--- config.mk ---
export PLATFORM = sky130hd
export DESIGN_NAME = dprs_supervisor
export DESIGN_NICKNAME = d
export VERILOG_FILES = /design/src/dprs_pkg.sv /design/src/dprs_supervisor.sv
export SDC_FILE = /design/constraint.sdc
export NUM_CORES = 1
export LEC_CHECK = 0
export ABC_AREA = 1
export BUFFER_PORTS_ARGS = -buffer_cell sky130_fd_sc_hd__buf_2
export CORE_MARGIN = 8
export CORE_UTILIZATION = 46
export DETAILED_ROUTE_END_ITERATION = 10
export PLACE_DENSITY = 0.73
export SLEW_MARGIN = 25
export SYNTH_ARGS = -nofsm -noshare
export SYNTH_HDL_FRONTEND = slang
export SYNTH_SLANG_ARGS = --single-unit
--- constraint.sdc ---
create_clock -name sys_clk -period 2.5 [get_ports sys_clk]
set_clock_uncertainty 0.2 [all_clocks]
set_input_delay 0.25 -clock sys_clk [delete_from_list [all_inputs] [get_ports sys_clk]]
set_output_delay 0.25 -clock sys_clk [all_outputs]
set_load 0.005 [all_outputs]
--- src/dprs_pkg.sv ---
// Constants for the drive protection and restart supervisor.
// Assumes a 50 MHz system clock and APB register access.
package dprs_pkg;
  // Clock rate and time bases
  localparam int unsigned CLK_HZ        = 50_000_000;
  localparam int unsigned DEB_UNIT_MS   = 2;
  localparam int unsigned TENTH_SEC_MS  = 100;
  localparam int unsigned DEB_UNIT_CYC  = CLK_HZ / 1000 * DEB_UNIT_MS;
  localparam int unsigned TENTH_CYC     = CLK_HZ / 1000 * TENTH_SEC_MS;
  // Byte offsets of the setting and status registers
  localparam logic [7:0] OFS_THERM_DEB  = 8'h00;
  localparam logic [7:0] OFS_THERM_LVL  = 8'h04;
  localparam logic [7:0] OFS_THERM_CTL  = 8'h08;
  localparam logic [7:0] OFS_BRAKE      = 8'h0C;
  localparam logic [7:0] OFS_BRAKE_FREQ = 8'h10;
  localparam logic [7:0] OFS_LOSS       = 8'h14;
  localparam logic [7:0] OFS_SEARCH     = 8'h18;
  localparam logic [7:0] OFS_SKIP1      = 8'h1C;
  localparam logic [7:0] OFS_SKIP2      = 8'h20;
  localparam logic [7:0] OFS_SKIP3      = 8'h24;
  localparam logic [7:0] OFS_RESTART    = 8'h28;
  localparam logic [7:0] OFS_STATUS     = 8'h2C;
  // Reset values (tenths of volts, tenths of seconds, units)
  localparam logic [13:0] RST_DEB       = 14'h0064;
  localparam logic [6:0]  RST_TRIP      = 7'h18;
  localparam logic [6:0]  RST_WARN      = 7'h0C;
  localparam logic [5:0]  RST_HYST      = 6'h06;
  localparam logic [1:0]  RST_TREAT     = 2'h0;
  localparam logic [5:0]  RST_LOSS_T    = 6'h14;
  localparam logic [1:0]  RST_BB_SEL    = 2'h1;
  localparam logic [5:0]  RST_BB_T      = 6'h05;
  localparam logic [7:0]  RST_SRCH_I    = 8'h96;
  localparam logic [15:0] RST_REFILL    = 16'h0258;
  localparam logic [5:0]  LOSS_LIMIT    = 6'h32;
  // Supervisor states
  typedef enum logic [2:0] {
    DP_IDLE, DP_STARTBRAKE, DP_RUN, DP_STOPPING, DP_STOPBRAKE,
    DP_BLOCKWAIT, DP_SEARCH, DP_FAULTED
  } dprs_state_type;
endpackage

--- src/dprs_supervisor.sv ---
// Drive protection and restart supervisor: thermistor overheat, DC brake,
// power-loss timer but no ride-through entry (lossArmed is never high while uvPrev is low), base-block speed search, skip bands, restart.
// Assumes the command, fault and thermistor inputs come from pins and are synchronised here; current and frequency inputs are not.
//
// Design decisions made here: the APB interface to the registers and the register offsets.
`timescale 1ns/1ps
module dprs_supervisor #(
  parameter int unsigned TENTH_CYCLES = dprs_pkg::TENTH_CYC,
  parameter int unsigned DEB_CYCLES   = dprs_pkg::DEB_UNIT_CYC
) (
  input  wire logic        sys_clk,
  input  wire logic        nrst,
  input  wire logic        psel,
  input  wire logic        penable,
  input  wire logic        pwrite,
  input  wire logic [7:0]  paddr,
  input  wire logic [31:0] pwdata,
  output logic      [31:0] prdata,
  output logic             pready,
  output logic             pslverr,
  input  wire logic [6:0]  analogVoltageInput,
  input  wire logic        runCommand,
  input  wire logic        resetKey,
  input  wire logic        undervoltageIndication,
  input  wire logic        overloadTrip,
  input  wire logic        externalBlock,
  input  wire logic        overCurrentFault,
  input  wire logic        overVoltageFault,
  input  wire logic [7:0]  outputCurrentPct,
  input  wire logic [15:0] outputFreq,
  input  wire logic [15:0] masterFreq,
  input  wire logic [15:0] minFreq,
  input  wire logic [15:0] requestFreq,
  output logic             outputBlock,
  output logic             coastStop,
  output logic             rampStop,
  output logic             dcBrakeOn,
  output logic      [6:0]  dcBrakeCurrent,
  output logic             searchActive,
  output logic      [15:0] searchStartFreq,
  output logic      [15:0] freqCommand,
  output logic             overheatWarn,
  output logic             overheatFault
);
  // Settings written by software
  logic [13:0] thermistorDebounceTime;  // 2 ms units
  logic [6:0]  thermistorTripLevel;     // Tenths of volts
  logic [6:0]  thermistorWarnLevel;     // Tenths of volts
  logic [5:0]  thermistorHysteresis;    // Tenths of volts
  logic [1:0]  thermistorTreatmentSelect;
  logic [6:0]  dcBrakeLevel;            // Percent of rated current
  logic [9:0]  dcBrakeStartTime;        // Tenths of seconds
  logic [9:0]  dcBrakeStopTime;         // Tenths of seconds
  logic [15:0] dcBrakeStartFrequency;   // Hundredths of hertz
  logic [1:0]  stopMethodSelect;
  logic [1:0]  powerLossActionSelect;
  logic [5:0]  powerLossMaxTime;        // Tenths of seconds
  logic [1:0]  blockSearchSelect;
  logic [5:0]  blockWaitTime;           // Tenths of seconds
  logic [7:0]  searchCurrentLimit;      // Percent
  logic [15:0] skipHigh [3];            // Band upper limits
  logic [15:0] skipLow  [3];            // Band lower limits
  logic [3:0]  faultRestartCount;
  logic [15:0] faultRestartRefillTime;  // Tenths of seconds

  // Two-flop synchronisers for every pin input
  logic [7:0] uvS1, uvS2;
  logic [6:0] aviS1, aviS2;
  always_ff @(posedge sys_clk or negedge nrst) begin
    if (!nrst) begin
      uvS1  <= 8'h00;
      uvS2  <= 8'h00;
      aviS1 <= 7'h00;
      aviS2 <= 7'h00;
    end else begin
      uvS1  <= {runCommand, resetKey, undervoltageIndication, overloadTrip,
                externalBlock, overCurrentFault, overVoltageFault, 1'b0};
      uvS2  <= uvS1;
      aviS1 <= analogVoltageInput;
      aviS2 <= aviS1;
    end
  end
  logic runS, rstKeyS, uvS, olS, bbS, ocS, ovS;
  assign {runS, rstKeyS, uvS, olS, bbS, ocS, ovS} = uvS2[7:1];

  // APB slave: zero wait states, error on unmapped addresses
  logic mapped;
  assign pready = 1'b1;
  assign mapped = (paddr <= dprs_pkg::OFS_STATUS) && (paddr[1:0] == 2'h0);
  assign pslverr = psel && penable && !mapped;
  logic wrEn;
  assign wrEn = psel && penable && pwrite && mapped;
  always_ff @(posedge sys_clk or negedge nrst) begin
    if (!nrst) begin
      thermistorDebounceTime    <= dprs_pkg::RST_DEB;
      thermistorTripLevel       <= dprs_pkg::RST_TRIP;
      thermistorWarnLevel       <= dprs_pkg::RST_WARN;
      thermistorHysteresis      <= dprs_pkg::RST_HYST;
      thermistorTreatmentSelect <= dprs_pkg::RST_TREAT;
      dcBrakeLevel              <= 7'h00;
      dcBrakeStartTime          <= 10'h000;
      dcBrakeStopTime           <= 10'h000;
      dcBrakeStartFrequency     <= 16'h0000;
      stopMethodSelect          <= 2'h0;
      powerLossActionSelect     <= 2'h0;
      powerLossMaxTime          <= dprs_pkg::RST_LOSS_T;
      blockSearchSelect         <= dprs_pkg::RST_BB_SEL;
      blockWaitTime             <= dprs_pkg::RST_BB_T;
      searchCurrentLimit        <= dprs_pkg::RST_SRCH_I;
      skipHigh                  <= '{3{16'h0000}};
      skipLow                   <= '{3{16'h0000}};
      faultRestartCount         <= 4'h0;
      faultRestartRefillTime    <= dprs_pkg::RST_REFILL;
    end else if (wrEn) begin
      case (paddr)
        dprs_pkg::OFS_THERM_DEB:  thermistorDebounceTime <= pwdata[13:0];
        dprs_pkg::OFS_THERM_LVL: begin
          thermistorTripLevel  <= pwdata[6:0];
          thermistorWarnLevel  <= pwdata[14:8];
          thermistorHysteresis <= pwdata[21:16];
        end
        dprs_pkg::OFS_THERM_CTL: begin
          thermistorTreatmentSelect <= pwdata[1:0];
          stopMethodSelect          <= pwdata[5:4];
        end
        dprs_pkg::OFS_BRAKE: begin
          // Levels above 100 percent are clamped
          dcBrakeLevel     <= (pwdata[6:0] > 7'h64) ? 7'h64 : pwdata[6:0];
          dcBrakeStartTime <= pwdata[17:8];
          dcBrakeStopTime  <= pwdata[29:20];
        end
        dprs_pkg::OFS_BRAKE_FREQ: dcBrakeStartFrequency <= pwdata[15:0];
        dprs_pkg::OFS_LOSS: begin
          powerLossActionSelect <= pwdata[1:0];
          powerLossMaxTime      <= pwdata[13:8];
        end
        dprs_pkg::OFS_SEARCH: begin
          blockSearchSelect  <= pwdata[1:0];
          blockWaitTime      <= pwdata[13:8];
          searchCurrentLimit <= pwdata[23:16];
        end
        dprs_pkg::OFS_SKIP1: {skipHigh[0], skipLow[0]} <= pwdata;
        dprs_pkg::OFS_SKIP2: {skipHigh[1], skipLow[1]} <= pwdata;
        dprs_pkg::OFS_SKIP3: {skipHigh[2], skipLow[2]} <= pwdata;
        dprs_pkg::OFS_RESTART: begin
          faultRestartCount      <= (pwdata[3:0] > 4'hA) ? 4'hA : pwdata[3:0];
          faultRestartRefillTime <= pwdata[31:16];
        end
        default: ;
      endcase
    end
  end

  // Thermistor debounce: crossing state must hold for the whole period
  logic        tripRaw, warnRaw, tripDeb, warnDeb;
  // Prescaler is 17 bits so the full 2 ms unit at 50 MHz fits
  logic [16:0] debPre;
  logic [13:0] debCnt;
  assign tripRaw = aviS2 >= thermistorTripLevel;
  assign warnRaw = aviS2 >= thermistorWarnLevel;
  always_ff @(posedge sys_clk or negedge nrst) begin
    if (!nrst) begin
      debPre  <= 17'h00000;
      debCnt  <= 14'h0000;
      tripDeb <= 1'b0;
      warnDeb <= 1'b0;
    end else if (tripRaw == tripDeb && warnRaw == warnDeb) begin
      debPre <= 17'h00000;
      debCnt <= 14'h0000;
    end else if (debCnt >= thermistorDebounceTime) begin
      tripDeb <= tripRaw;
      warnDeb <= warnRaw;
      debPre  <= 17'h00000;
      debCnt  <= 14'h0000;
    end else if (debPre == 17'(DEB_CYCLES - 1)) begin
      debPre <= 17'h00000;
      debCnt <= debCnt + 14'h0001;
    end else begin
      debPre <= debPre + 17'h00001;
    end
  end

  // Overheat latch with hysteresis on clearing
  logic [7:0] clearLevel;
  assign clearLevel = {1'b0, thermistorWarnLevel} -
                      {2'b00, thermistorHysteresis};
  always_ff @(posedge sys_clk or negedge nrst) begin
    if (!nrst) begin
      overheatFault <= 1'b0;
    end else if (tripDeb) begin
      overheatFault <= 1'b1;
    end else if (rstKeyS &&
                 ($signed({1'b0, aviS2}) < $signed(clearLevel))) begin
      overheatFault <= 1'b0;
    end
  end
  always_ff @(posedge sys_clk or negedge nrst) begin
    if (!nrst) overheatWarn <= 1'b0;
    else       overheatWarn <= warnDeb || overheatFault;
  end

  // Tenth-second tick shared by the power-loss and restart refill timers
  logic [22:0] tickPre;
  logic        tick;
  assign tick = tickPre == 23'(TENTH_CYCLES - 1);
  always_ff @(posedge sys_clk or negedge nrst) begin
    if (!nrst)     tickPre <= 23'h000000;
    else if (tick) tickPre <= 23'h000000;
    else           tickPre <= tickPre + 23'h000001;
  end

  // Power-loss duration timer
  logic [5:0] lossTime;
  logic       lossTooLong, lossArmed, uvPrev;
  assign lossTooLong = lossTime >= powerLossMaxTime;
  always_ff @(posedge sys_clk or negedge nrst) begin
    if (!nrst) begin
      lossTime  <= 6'h00;
      lossArmed <= 1'b0;
      uvPrev    <= 1'b0;
    end else begin
      uvPrev <= uvS;
      if (!uvS) lossTime <= 6'h00;
      else if (tick && !lossTooLong) lossTime <= lossTime + 6'h01;
      lossArmed <= uvS && !olS && (powerLossMaxTime <= dprs_pkg::LOSS_LIMIT);
    end
  end

  // Skip bands: hold the last frequency outside every band
  logic [2:0]  inBand;
  logic [15:0] lastSafeFreq;
  for (genvar b = 0; b < 3; b++) begin : gBand
    assign inBand[b] = (skipHigh[b] != skipLow[b]) &&
                       (requestFreq >= skipLow[b]) &&
                       (requestFreq <= skipHigh[b]);
  end

  // Supervisor state machine
  // Local names for the package's state codes
  localparam dprs_pkg::dprs_state_type DP_IDLE = dprs_pkg::DP_IDLE;
  localparam dprs_pkg::dprs_state_type DP_STARTBRAKE = dprs_pkg::DP_STARTBRAKE;
  localparam dprs_pkg::dprs_state_type DP_RUN = dprs_pkg::DP_RUN;
  localparam dprs_pkg::dprs_state_type DP_STOPPING = dprs_pkg::DP_STOPPING;
  localparam dprs_pkg::dprs_state_type DP_STOPBRAKE = dprs_pkg::DP_STOPBRAKE;
  localparam dprs_pkg::dprs_state_type DP_BLOCKWAIT = dprs_pkg::DP_BLOCKWAIT;
  localparam dprs_pkg::dprs_state_type DP_SEARCH = dprs_pkg::DP_SEARCH;
  localparam dprs_pkg::dprs_state_type DP_FAULTED = dprs_pkg::DP_FAULTED;
  dprs_pkg::dprs_state_type state;
  logic [15:0] stateTime;
  logic [22:0] statePre;  // Restarts with stateTime, so no short first tenth
  logic [15:0] preFaultFreq;
  logic [3:0]  restartsLeft;
  logic [15:0] quietTime;
  logic        runPrev;
  logic        faultNow;
  assign faultNow = ocS || ovS;
  always_ff @(posedge sys_clk or negedge nrst) begin
    if (!nrst) begin
      state           <= DP_IDLE;
      stateTime       <= 16'h0000;
      statePre        <= 23'h000000;
      preFaultFreq    <= 16'h0000;
      searchStartFreq <= 16'h0000;
      runPrev         <= 1'b0;
      coastStop       <= 1'b0;
      rampStop        <= 1'b0;
    end else begin
      runPrev <= runS;
      // Private prescaler so a timed state lasts its full setting
      if (statePre == 23'(TENTH_CYCLES - 1)) begin
        statePre  <= 23'h000000;
        stateTime <= stateTime + 16'h0001;
      end else begin
        statePre <= statePre + 23'h000001;
      end
      case (state)
        DP_IDLE: begin
          coastStop <= 1'b0;
          rampStop  <= 1'b0;
          if (runS && !runPrev && !overheatFault) begin
            state     <= DP_STARTBRAKE;
            stateTime <= 16'h0000;
            statePre  <= 23'h000000;
          end
        end
        DP_STARTBRAKE: if (stateTime >= 16'(dcBrakeStartTime)) begin
          state <= DP_RUN;
        end
        DP_RUN: begin
          preFaultFreq <= outputFreq;
          if (tripDeb && thermistorTreatmentSelect != 2'h2) begin
            if (thermistorTreatmentSelect == 2'h0 && !overheatFault) begin
              rampStop <= 1'b1;
              state    <= DP_STOPPING;
            end else begin
              coastStop <= 1'b1;
              state     <= DP_FAULTED;
            end
          end else if (faultNow) begin
            coastStop <= (restartsLeft == 4'h0);
            state     <= (restartsLeft == 4'h0) ? DP_FAULTED : DP_BLOCKWAIT;
            searchStartFreq <= preFaultFreq; // pre-fault frequency
            stateTime <= 16'h0000;
            statePre  <= 23'h000000;
          end else if (uvS && !uvPrev && lossArmed) begin
            coastStop <= (powerLossActionSelect == 2'h0);
            state     <= (powerLossActionSelect == 2'h0) ? DP_FAULTED
                                                         : DP_BLOCKWAIT;
            searchStartFreq <= (powerLossActionSelect == 2'h1) ? masterFreq
                                                               : minFreq;
            stateTime <= 16'h0000;
            statePre  <= 23'h000000;
          end else if (bbS) begin
            state <= DP_BLOCKWAIT;
            searchStartFreq <= (blockSearchSelect == 2'h2) ? minFreq
                                                           : requestFreq;
            stateTime <= 16'h0000;
            statePre  <= 23'h000000;
          end else if (!runS) begin
            rampStop <= 1'b1;
            state    <= DP_STOPPING;
          end
        end
        DP_STOPPING: begin
          if (outputFreq <= dcBrakeStartFrequency) begin
            state     <= (stopMethodSelect == 2'h0 ||
                          stopMethodSelect == 2'h2) ? DP_STOPBRAKE : DP_IDLE;
            stateTime <= 16'h0000;
            statePre  <= 23'h000000;
          end
        end
        DP_STOPBRAKE: if (stateTime >= 16'(dcBrakeStopTime)) begin
          state <= overheatFault ? DP_FAULTED : DP_IDLE;
        end
        DP_BLOCKWAIT: begin
          if (uvS && lossTooLong) begin
            coastStop <= 1'b1;
            state     <= DP_FAULTED;
          // wait block time after undervoltage or external block ends
          end else if (uvS || bbS) begin
            stateTime <= 16'h0000;
            statePre  <= 23'h000000;
          end else if (stateTime >= 16'(blockWaitTime)) begin
            state <= (blockSearchSelect == 2'h0 && searchStartFreq ==
                      requestFreq && !faultNow) ? DP_RUN : DP_SEARCH;
          end
        end
        DP_SEARCH: if (outputCurrentPct < searchCurrentLimit) begin
          state <= DP_RUN;
        end
        DP_FAULTED: if (!overheatFault && rstKeyS) begin
          state <= DP_IDLE;
        end
        default: state <= DP_IDLE;
      endcase
    end
  end

  // Restart budget and quiet-period refill
  // count and refill
  always_ff @(posedge sys_clk or negedge nrst) begin
    if (!nrst) begin
      restartsLeft <= 4'h0;
      quietTime    <= 16'h0000;
    end else if (wrEn && paddr == dprs_pkg::OFS_RESTART) begin
      restartsLeft <= (pwdata[3:0] > 4'hA) ? 4'hA : pwdata[3:0];
      quietTime    <= 16'h0000;
    end else if (state == DP_RUN && faultNow && restartsLeft != 4'h0) begin
      restartsLeft <= restartsLeft - 4'h1;
      quietTime    <= 16'h0000;
    end else if (quietTime > faultRestartRefillTime) begin
      restartsLeft <= faultRestartCount;
    end else if (tick) begin
      quietTime <= quietTime + 16'h0001;
    end
  end

  // Modulator-facing outputs
  always_ff @(posedge sys_clk or negedge nrst) begin
    if (!nrst) begin
      outputBlock    <= 1'b0;
      dcBrakeOn      <= 1'b0;
      dcBrakeCurrent <= 7'h00;
      searchActive   <= 1'b0;
      lastSafeFreq   <= 16'h0000;
      freqCommand    <= 16'h0000;
    end else begin
      outputBlock  <= state == DP_BLOCKWAIT || state == DP_FAULTED;
      searchActive <= state == DP_SEARCH;
      dcBrakeOn      <= state == DP_STARTBRAKE || state == DP_STOPBRAKE;
      dcBrakeCurrent <= (state == DP_STARTBRAKE || state == DP_STOPBRAKE)
                        ? dcBrakeLevel : 7'h00;
      if (inBand == 3'b000) lastSafeFreq <= requestFreq;
      if (state == DP_STARTBRAKE) freqCommand <= minFreq;
      else if (state == DP_SEARCH) freqCommand <= searchStartFreq;
      else if (inBand == 3'b000) freqCommand <= requestFreq;
      else freqCommand <= lastSafeFreq;
    end
  end

  // Status readback
  always_ff @(posedge sys_clk or negedge nrst) begin
    if (!nrst) prdata <= 32'h00000000;
    else if (psel && !penable && !pwrite) begin
      case (paddr)
        dprs_pkg::OFS_THERM_DEB:  prdata <= {18'h0, thermistorDebounceTime};
        dprs_pkg::OFS_THERM_LVL:  prdata <= {10'h0, thermistorHysteresis,
          1'b0, thermistorWarnLevel, 1'b0, thermistorTripLevel};
        dprs_pkg::OFS_THERM_CTL:  prdata <= {26'h0, stopMethodSelect, 2'h0,
          thermistorTreatmentSelect};
        dprs_pkg::OFS_BRAKE:      prdata <= {2'h0, dcBrakeStopTime, 2'h0,
          dcBrakeStartTime, 1'b0, dcBrakeLevel};
        dprs_pkg::OFS_BRAKE_FREQ: prdata <= {16'h0, dcBrakeStartFrequency};
        dprs_pkg::OFS_LOSS:       prdata <= {18'h0, powerLossMaxTime, 6'h0,
          powerLossActionSelect};
        dprs_pkg::OFS_SEARCH:     prdata <= {8'h0, searchCurrentLimit, 2'h0,
          blockWaitTime, 6'h0, blockSearchSelect};
        dprs_pkg::OFS_SKIP1:      prdata <= {skipHigh[0], skipLow[0]};
        dprs_pkg::OFS_SKIP2:      prdata <= {skipHigh[1], skipLow[1]};
        dprs_pkg::OFS_SKIP3:      prdata <= {skipHigh[2], skipLow[2]};
        dprs_pkg::OFS_RESTART:    prdata <= {faultRestartRefillTime, 8'h0,
          restartsLeft, faultRestartCount};
        dprs_pkg::OFS_STATUS:     prdata <= {24'h0, 1'b0, state,
          overheatFault, overheatWarn, tripDeb, warnDeb};
        default:                  prdata <= 32'h00000000;
      endcase
    end
  end
endmodule

==> impl_metrics.toml, run 1 <==
[layout]
final_core_utilization = 0.586
layout.nets = 4376
area.growth.synth_to_final_pct = 26.0
multiInputGateArea_mm2 = 0.0141
final_layout_size_suffix_gt1_frac = 0.180
area.sequential_mm2 = 0.0122
fill_cells = 5208

[hold_path]
hp-class = "primary input to flop"

[die]
die_width_um = 263
core-area_mm2 = 0.0605
die_ar_mm2 = 0.0693
boundaryPins = 211
placement_rows = 90
starting_utilization_of_the_core_area = 0.465
dieHeight_um = 263

[setup_path]
kind_of_start_point_of_the_critical_path = "flop"
cp_data_required_time_ns = 2.87
worst_setup_path_end_kind = "flop"
critPathArrivalTime_ns = 2.89
timing_worst_setup_path_type = "flop to flop"
worst_path_maximum_fanout = 8

[sta]
setup_violating_endpoint_count_in_the_final_report = 13
max_transition_margin = 0.557
achievable-frequency_mhz = 395
post-route-period-util = 1.01
timing.final.max_slew_violations = 0
period_minus_slack_ns = 2.53
rsz_0062_raised_after_global_routing = "yes"
finalWorstSetupSlack_ns = -0.0292
hold_viol = 0
worst-slew-pin-transition_ns = 0.663

[logic_synthesis]
synth.cells.most_frequent = "792 x nand2_1, 466 x inv_1, 464 x dfrtp_1, 371 x o21ai_0, 262 x nor2_1"
yosys.area.top_type = "dfrtp_1"
mappedNetlistArea_mm2 = 0.0281
post_synthesis_async_set_or_reset_flop_share = 1.00
synth_edf_count = 0
post-synth-top-area-fraction = 0.413
yosysWarningCount = 0
syn-mean-instance-area_um2 = 7.99
syn_inst = 3522
netlist-cell-type-count = 56
synth_seq_cells = 486
total_nets_after_synthesis = 3869
synth-main-ff-cell = "dfrtp_1"
yosysMostFrequentCell = "nand2_1"
ys_seq_area_frac = 0.433
yosys-top-cells-area = "dfrtp_1 41%, nand2_1 11%, ha_1 9.6%"

[grt]
first_global_vias = 26100
globalRouteTotalUtil = 0.279
largest_net_degree_at_the_start_of_global_routing = 85
globalRoute.totalOverflow = 0
antenna_found_initial = 9
global_route_wire_length_before_repair_um = 153000

[routing]
post_drt_wl_per_cell_um = 20.7
ant_nets = 0
via_count = 27300
route.detailed.drc = 0
via_per_inst = 5.62
dr.pass1.iters = 8
wire_length_reported_by_the_detailed_router_um = 101000
detailedRoute.firstIterationViolations = 3301

[place]
dpl.hpwl_um = 75300
gp_congestion = 0.999
buffer_ports.inserted = 209

[power]
max-vdd-ir-drop_mv = 0.608
design_power_total_mw = 22.3
power.leakage_nw = 16.9
p_per_area_mw_per_mm2 = 629

[clock_network]
root_buffer = "clkbuf_16"
maximum_clock_path_buffer_count = 3
cts_inserted_buffers = 55
numClockSinks = 486
worst_skew_pair.late_latency_ns = 0.63
clkTransAtPathRegs_ns = 0.06
cts.htree.levels = 2
cts_tree = "built"

[flow_run]
maxCapViolCount = 0

[run_status]
failed_checks = "setup timing"
outcome = "finished with violations"
cell type report:
class / count / area share
flip-flops and latches: 486 / 0.344
multi-input cells: 2452 / 0.398
clock buffers: 78 / 0.0464
inverters: 480 / 0.0509
repair buffers: 554 / 0.123
diodes: 4 / 0.000282
well taps: 782 / 0.0276
clock inverters: 25 / 0.00932
kinds of logic after synthesis:
family / Yosys count / synth area share
XOR/XNOR: 114 / 0.0355
AO/OA/AOI/OAI: 706 / 0.137
adder cells (fa/ha/maj): 216 / 0.0963
flip-flops: 486 / 0.433
buffers and inverters: 584 / 0.0792
other: 1 / 0.000133
multiplexers: 1 / 0.000356
AND/OR/NAND/NOR: 1414 / 0.218
state kept, by name, indices dropped and copies added (netlist names), 17 cells and up:
name,count
skipHigh,48
skipLow,48
prdata,32
statePre,23
tickPre,23
debPre,17
final timing paths:
path	from	cells past startpoint	slack (ns)	end
setup reg to reg	skipHigh[42]	14	-0.03	freqCommand[15]
max in group asynchronous	nrst	4	1.47	thermistorWarnLevel[2]
hold reg to reg	uvS1[7]	0	0.15	uvS2[7]
min in group asynchronous	nrst	3	0.09	freqCommand[1]
hold / removal	masterFreq[12]	5	0.04	searchStartFreq[12]
setup / recovery	skipHigh[42]	14	-0.03	freqCommand[15]
placed cells by master, fill, tap and decap left out, drive strengths merged, types with 7 or more instances in the layout:
cell type	count
nor2	277
bufinv	7
nand4	94
clkbuf	81
a211oi	11
a221oi	10
nand3	113
dfstp	22
ha	215
o221ai	8
clkinv	16
dlygate4sd3	111
a21oi	140
dfrtp	464
xnor2	60
a21o	9
or2	10
nor3	84
nor4	18
inv	478
o22ai	105
xor2	54
o21bai	7
buf	440
nand2	806
o21ai	393
critical path, stage by stage, from the launching register on:
cell and delay [ns]:
dfrtp_1 0.35, inv_1 0.08, ha_4 0.28, nand4_1 0.17
nor3_2 0.17, buf_4 0.16, nand4_1 0.21, nand2_2 0.16
nand3_4 0.14, nand3_4 0.13, clkbuf_16 0.18, nand2_1 0.07
nand3_1 0.08, nand2_1 0.05, nand2_1 0.05
per-stage QoR:
step | setup TNS, ns | hold slack, ns | instance area [um2] | setup slack, ns | std cells
2_1_floorplan | 0 | -0.246 | 28100 | 0.0413 | 3522
3_3_place_gp | -0.108 | -0.0140 | 31700 | -0.108 | 4617
3_5_place_dp | -0.372 | -0.0151 | 31700 | -0.0656 | 4617
4_1_cts | 0 | 0.0169 | 34800 | 0.00200 | 4832
5_1_grt | -1.08 | 0.0529 | 35400 | -0.119 | 4860
6_report | -0.192 | 0.0420 | 35400 | -0.0292 | 4861
layer usage:
| layer | up-vias | global-route usage | part of all wire |
|---|---|---|---|
| li1 | 12700 | - | - |
| met1 | 12800 | 0.362 | 0.40 |
| met3 | 319 | 0.0752 | 0.11 |
| met4 | 10 | 0.126 | 0.055 |
| met5 | - | 0 | 0.00064 |
| met2 | 1476 | 0.433 | 0.44 |
timing repair:
item / CTS / global route
hold buffers: 112 / 0
pin swaps: 3 / 20
hold endpoints to repair: 715 / 0
setup buffers: 0 / 23
gates cloned: 0 / 2
resized for setup: 7 / 125
setup endpoints to repair: 13 / 111
report_power, final:
part           switching, mW  internal [mW]
Clock                   3.52           5.30
Combinational           2.76           1.77
Sequential             0.444           8.51
No activity file was read; power rests on OpenSTA's default activity.
==> run 2: changes to the inputs <==
--- a/config.mk
+++ b/config.mk
@@ -10,7 +10,7 @@
 export CORE_MARGIN = 8
 export CORE_UTILIZATION = 46
 export DETAILED_ROUTE_END_ITERATION = 10
-export PLACE_DENSITY = 0.73
+export PLACE_DENSITY = 0.71
 export SLEW_MARGIN = 25
 export SYNTH_ARGS = -nofsm -noshare
 export SYNTH_HDL_FRONTEND = slang
==> constraint.sdc (replaced) <==
create_clock -name sys_clk -period 2.9 [get_ports sys_clk]
set_clock_uncertainty 0.2 [all_clocks]
set_input_delay 0.29 -clock sys_clk [delete_from_list [all_inputs] [get_ports sys_clk]]
set_output_delay 0.29 -clock sys_clk [all_outputs]
set_load 0.005 [all_outputs]
==> impl_metrics.toml, run 2 (same netlist as run 1, synthesis figures left out) <==
[run_status]
outcome = "finished, final reports clean"

[die]
starting_utilization_of_the_core_area = 0.465
dieHeight_um = 263
die_width_um = 263
boundaryPins = 211
core-area_mm2 = 0.0605
placement_rows = 90
die_ar_mm2 = 0.0693

[clock_network]
numClockSinks = 486
clkTransAtPathRegs_ns = 0.06
root_buffer = "clkbuf_16"
worst_skew_pair.late_latency_ns = 0.63
maximum_clock_path_buffer_count = 3
cts_tree = "built"
cts_inserted_buffers = 55
cts.htree.levels = 2

[place]
place_worst_setup_slack_ns = 0.239
buffer_ports.inserted = 209
post-place-cells = 4496
gp_congestion = 1.02
post_dp_cell_area_mm2 = 0.0306
dpl.hpwl_um = 74000

[layout]
regs_by_ff_count = "skipHigh (48), skipLow (48), prdata (32)"
final_layout_size_suffix_gt1_frac = 0.125
final_core_utilization = 0.556
layout.nets = 4226
commonest_non_fill_non_tap_cells_in_the_layout = "792 x nand2_1, 465 x inv_1, 464 x dfrtp_1, 370 x o21ai_0, 260 x nor2_1"
post_layout_nonfiller_instances = 4710
final_common_cell = "nand2_1"
post-route-cell-area_mm2 = 0.0336
area.growth.synth_to_final_pct = 19.5
fill_cells = 5557

[setup_path]
cp_data_required_time_ns = 3.19
rrSetupSlack_ns = 0.23
worst_r2r_path_depth = 10
worst_setup_path_end_kind = "flop"
timing_worst_setup_path_type = "flop to flop"
critPathArrivalTime_ns = 2.96
regToRegStartpoint = "thermistorDebounceTime[5]"
worst_r2r_endpoint = "debCnt[0]"
kind_of_start_point_of_the_critical_path = "flop"
worst_path_maximum_fanout = 17

[grt]
antenna_found_initial = 4
first_global_vias = 25500
largest_net_degree_at_the_start_of_global_routing = 99
globalRouteTotalUtil = 0.277
globalRoute.totalOverflow = 0
global_route_wire_length_before_repair_um = 152000

[sta]
final.setup.tns_ns = 0
hold_viol = 0
timing.final.max_slew_violations = 0
period_minus_slack_ns = 2.67
worst-slew-pin-transition_ns = 1.02
post-route-period-util = 0.922
rsz_0062_raised_after_global_routing = "no"
max_transition_margin = 0.316
finalWorstSetupSlack_ns = 0.226
setup_violating_endpoint_count_in_the_final_report = 0
timing.hold.ws_ns = 0.0191
achievable-frequency_mhz = 374

[routing]
via_per_inst = 5.62
post_drt_wl_per_cell_um = 20.7
detailedRoute.firstIterationViolations = 3201
wire_length_reported_by_the_detailed_router_um = 97600
ant_nets = 0
dr.pass1.iters = 8
route.detailed.drc = 0
via_count = 26500

[flow_run]
maxCapViolCount = 0

[power]
power.combinational.fraction = 0.193
power.leakage_nw = 15.9
p_per_area_mw_per_mm2 = 562
switching_power_mw = 5.81
p_seq_frac = 0.409
design_power_total_mw = 18.9
power.clock.fraction = 0.398
max-vdd-ir-drop_mv = 0.420
p_int_mw = 13.1
swShare = 0.308

[hold_path]
hp-class = "primary input to flop"
min_delay_path_depth = 5
min_to = "searchStartFreq[11]"
hold_start = "masterFreq[11]"
[run 2: changes by cell type in the layout (fill, tap and decap cells not counted), moves of 8 or more]
cell,delta
nand2_1,+30
buf_12,-19
buf_4,-126
nand2_2,-30
nor3_2,-11
nor3_1,+12
inv_2,-17
o21ai_0,+11
o21ai_1,-8
inv_1,+18
[run 2: routing by layer]
layer	wire length, um	vias to the layer above	global-route usage
met4	4900	2	0.121
met5	13	-	0
li1	-	12400	-
met3	10200	263	0.0638
met2	42300	1339	0.425
met1	40200	12500	0.373
[run 2: worst max-delay path, stage by stage, from the launching register on]
cell	delay, ns
dfstp_2	0.52
inv_1	0.08
ha_1	0.31
nand2_1	0.08
nor4_1	0.28
nand2_1	0.08
nand3_1	0.17
clkinv_1	0.29
nand3_1	0.21
buf_4	0.25
o21ai_0	0.10
[run 2: cell type report]
cell class,count,area [um2],share of cell area
clock inverter,34,417,0.0124
antenna,3,7.51,0.000223
clock buffer,69,1520,0.0452
multi-input combinational,2452,13700,0.409
inverter,480,1800,0.0536
tap,782,978,0.0291
sequential,486,12200,0.363
timing repair buffer,404,2960,0.0882
[run 2: power by group through the flow]
stage          registers [mW]  clock network, mW  logic [mW]
2_1_floorplan            7.74                  0        1.94
3_3_place_gp             7.82                  0        3.42
3_5_place_dp             7.83                  0        3.47
4_1_cts                  7.71               7.60        3.61
5_1_grt                  7.77               7.87        4.05
6_report                 7.72               7.51        3.65
[run 2: timing repair]
item | 4_1_cts | 5_1_grt
hold endpoints to repair | 525 | 0
setup endpoints to repair | 0 | 1
setup buffers | 0 | 0
gates resized for setup | 0 | 3
hold buffers | 108 | 0
[run 2: worst max-delay path by stage]
stage	startpoint	end	cells after the start
3_5_place_dp	paddr[4]	quietTime[13]	16
5_1_grt	thermistorTripLevel[4]	debPre[4]	10
4_1_cts	thermistorWarnLevel[0]	overheatFault	16
6_report	thermistorDebounceTime[5]	debCnt[0]	10
3_3_place_gp	thermistorWarnLevel[0]	overheatFault	16
2_1_floorplan	thermistorHysteresis[2]	overheatFault	14
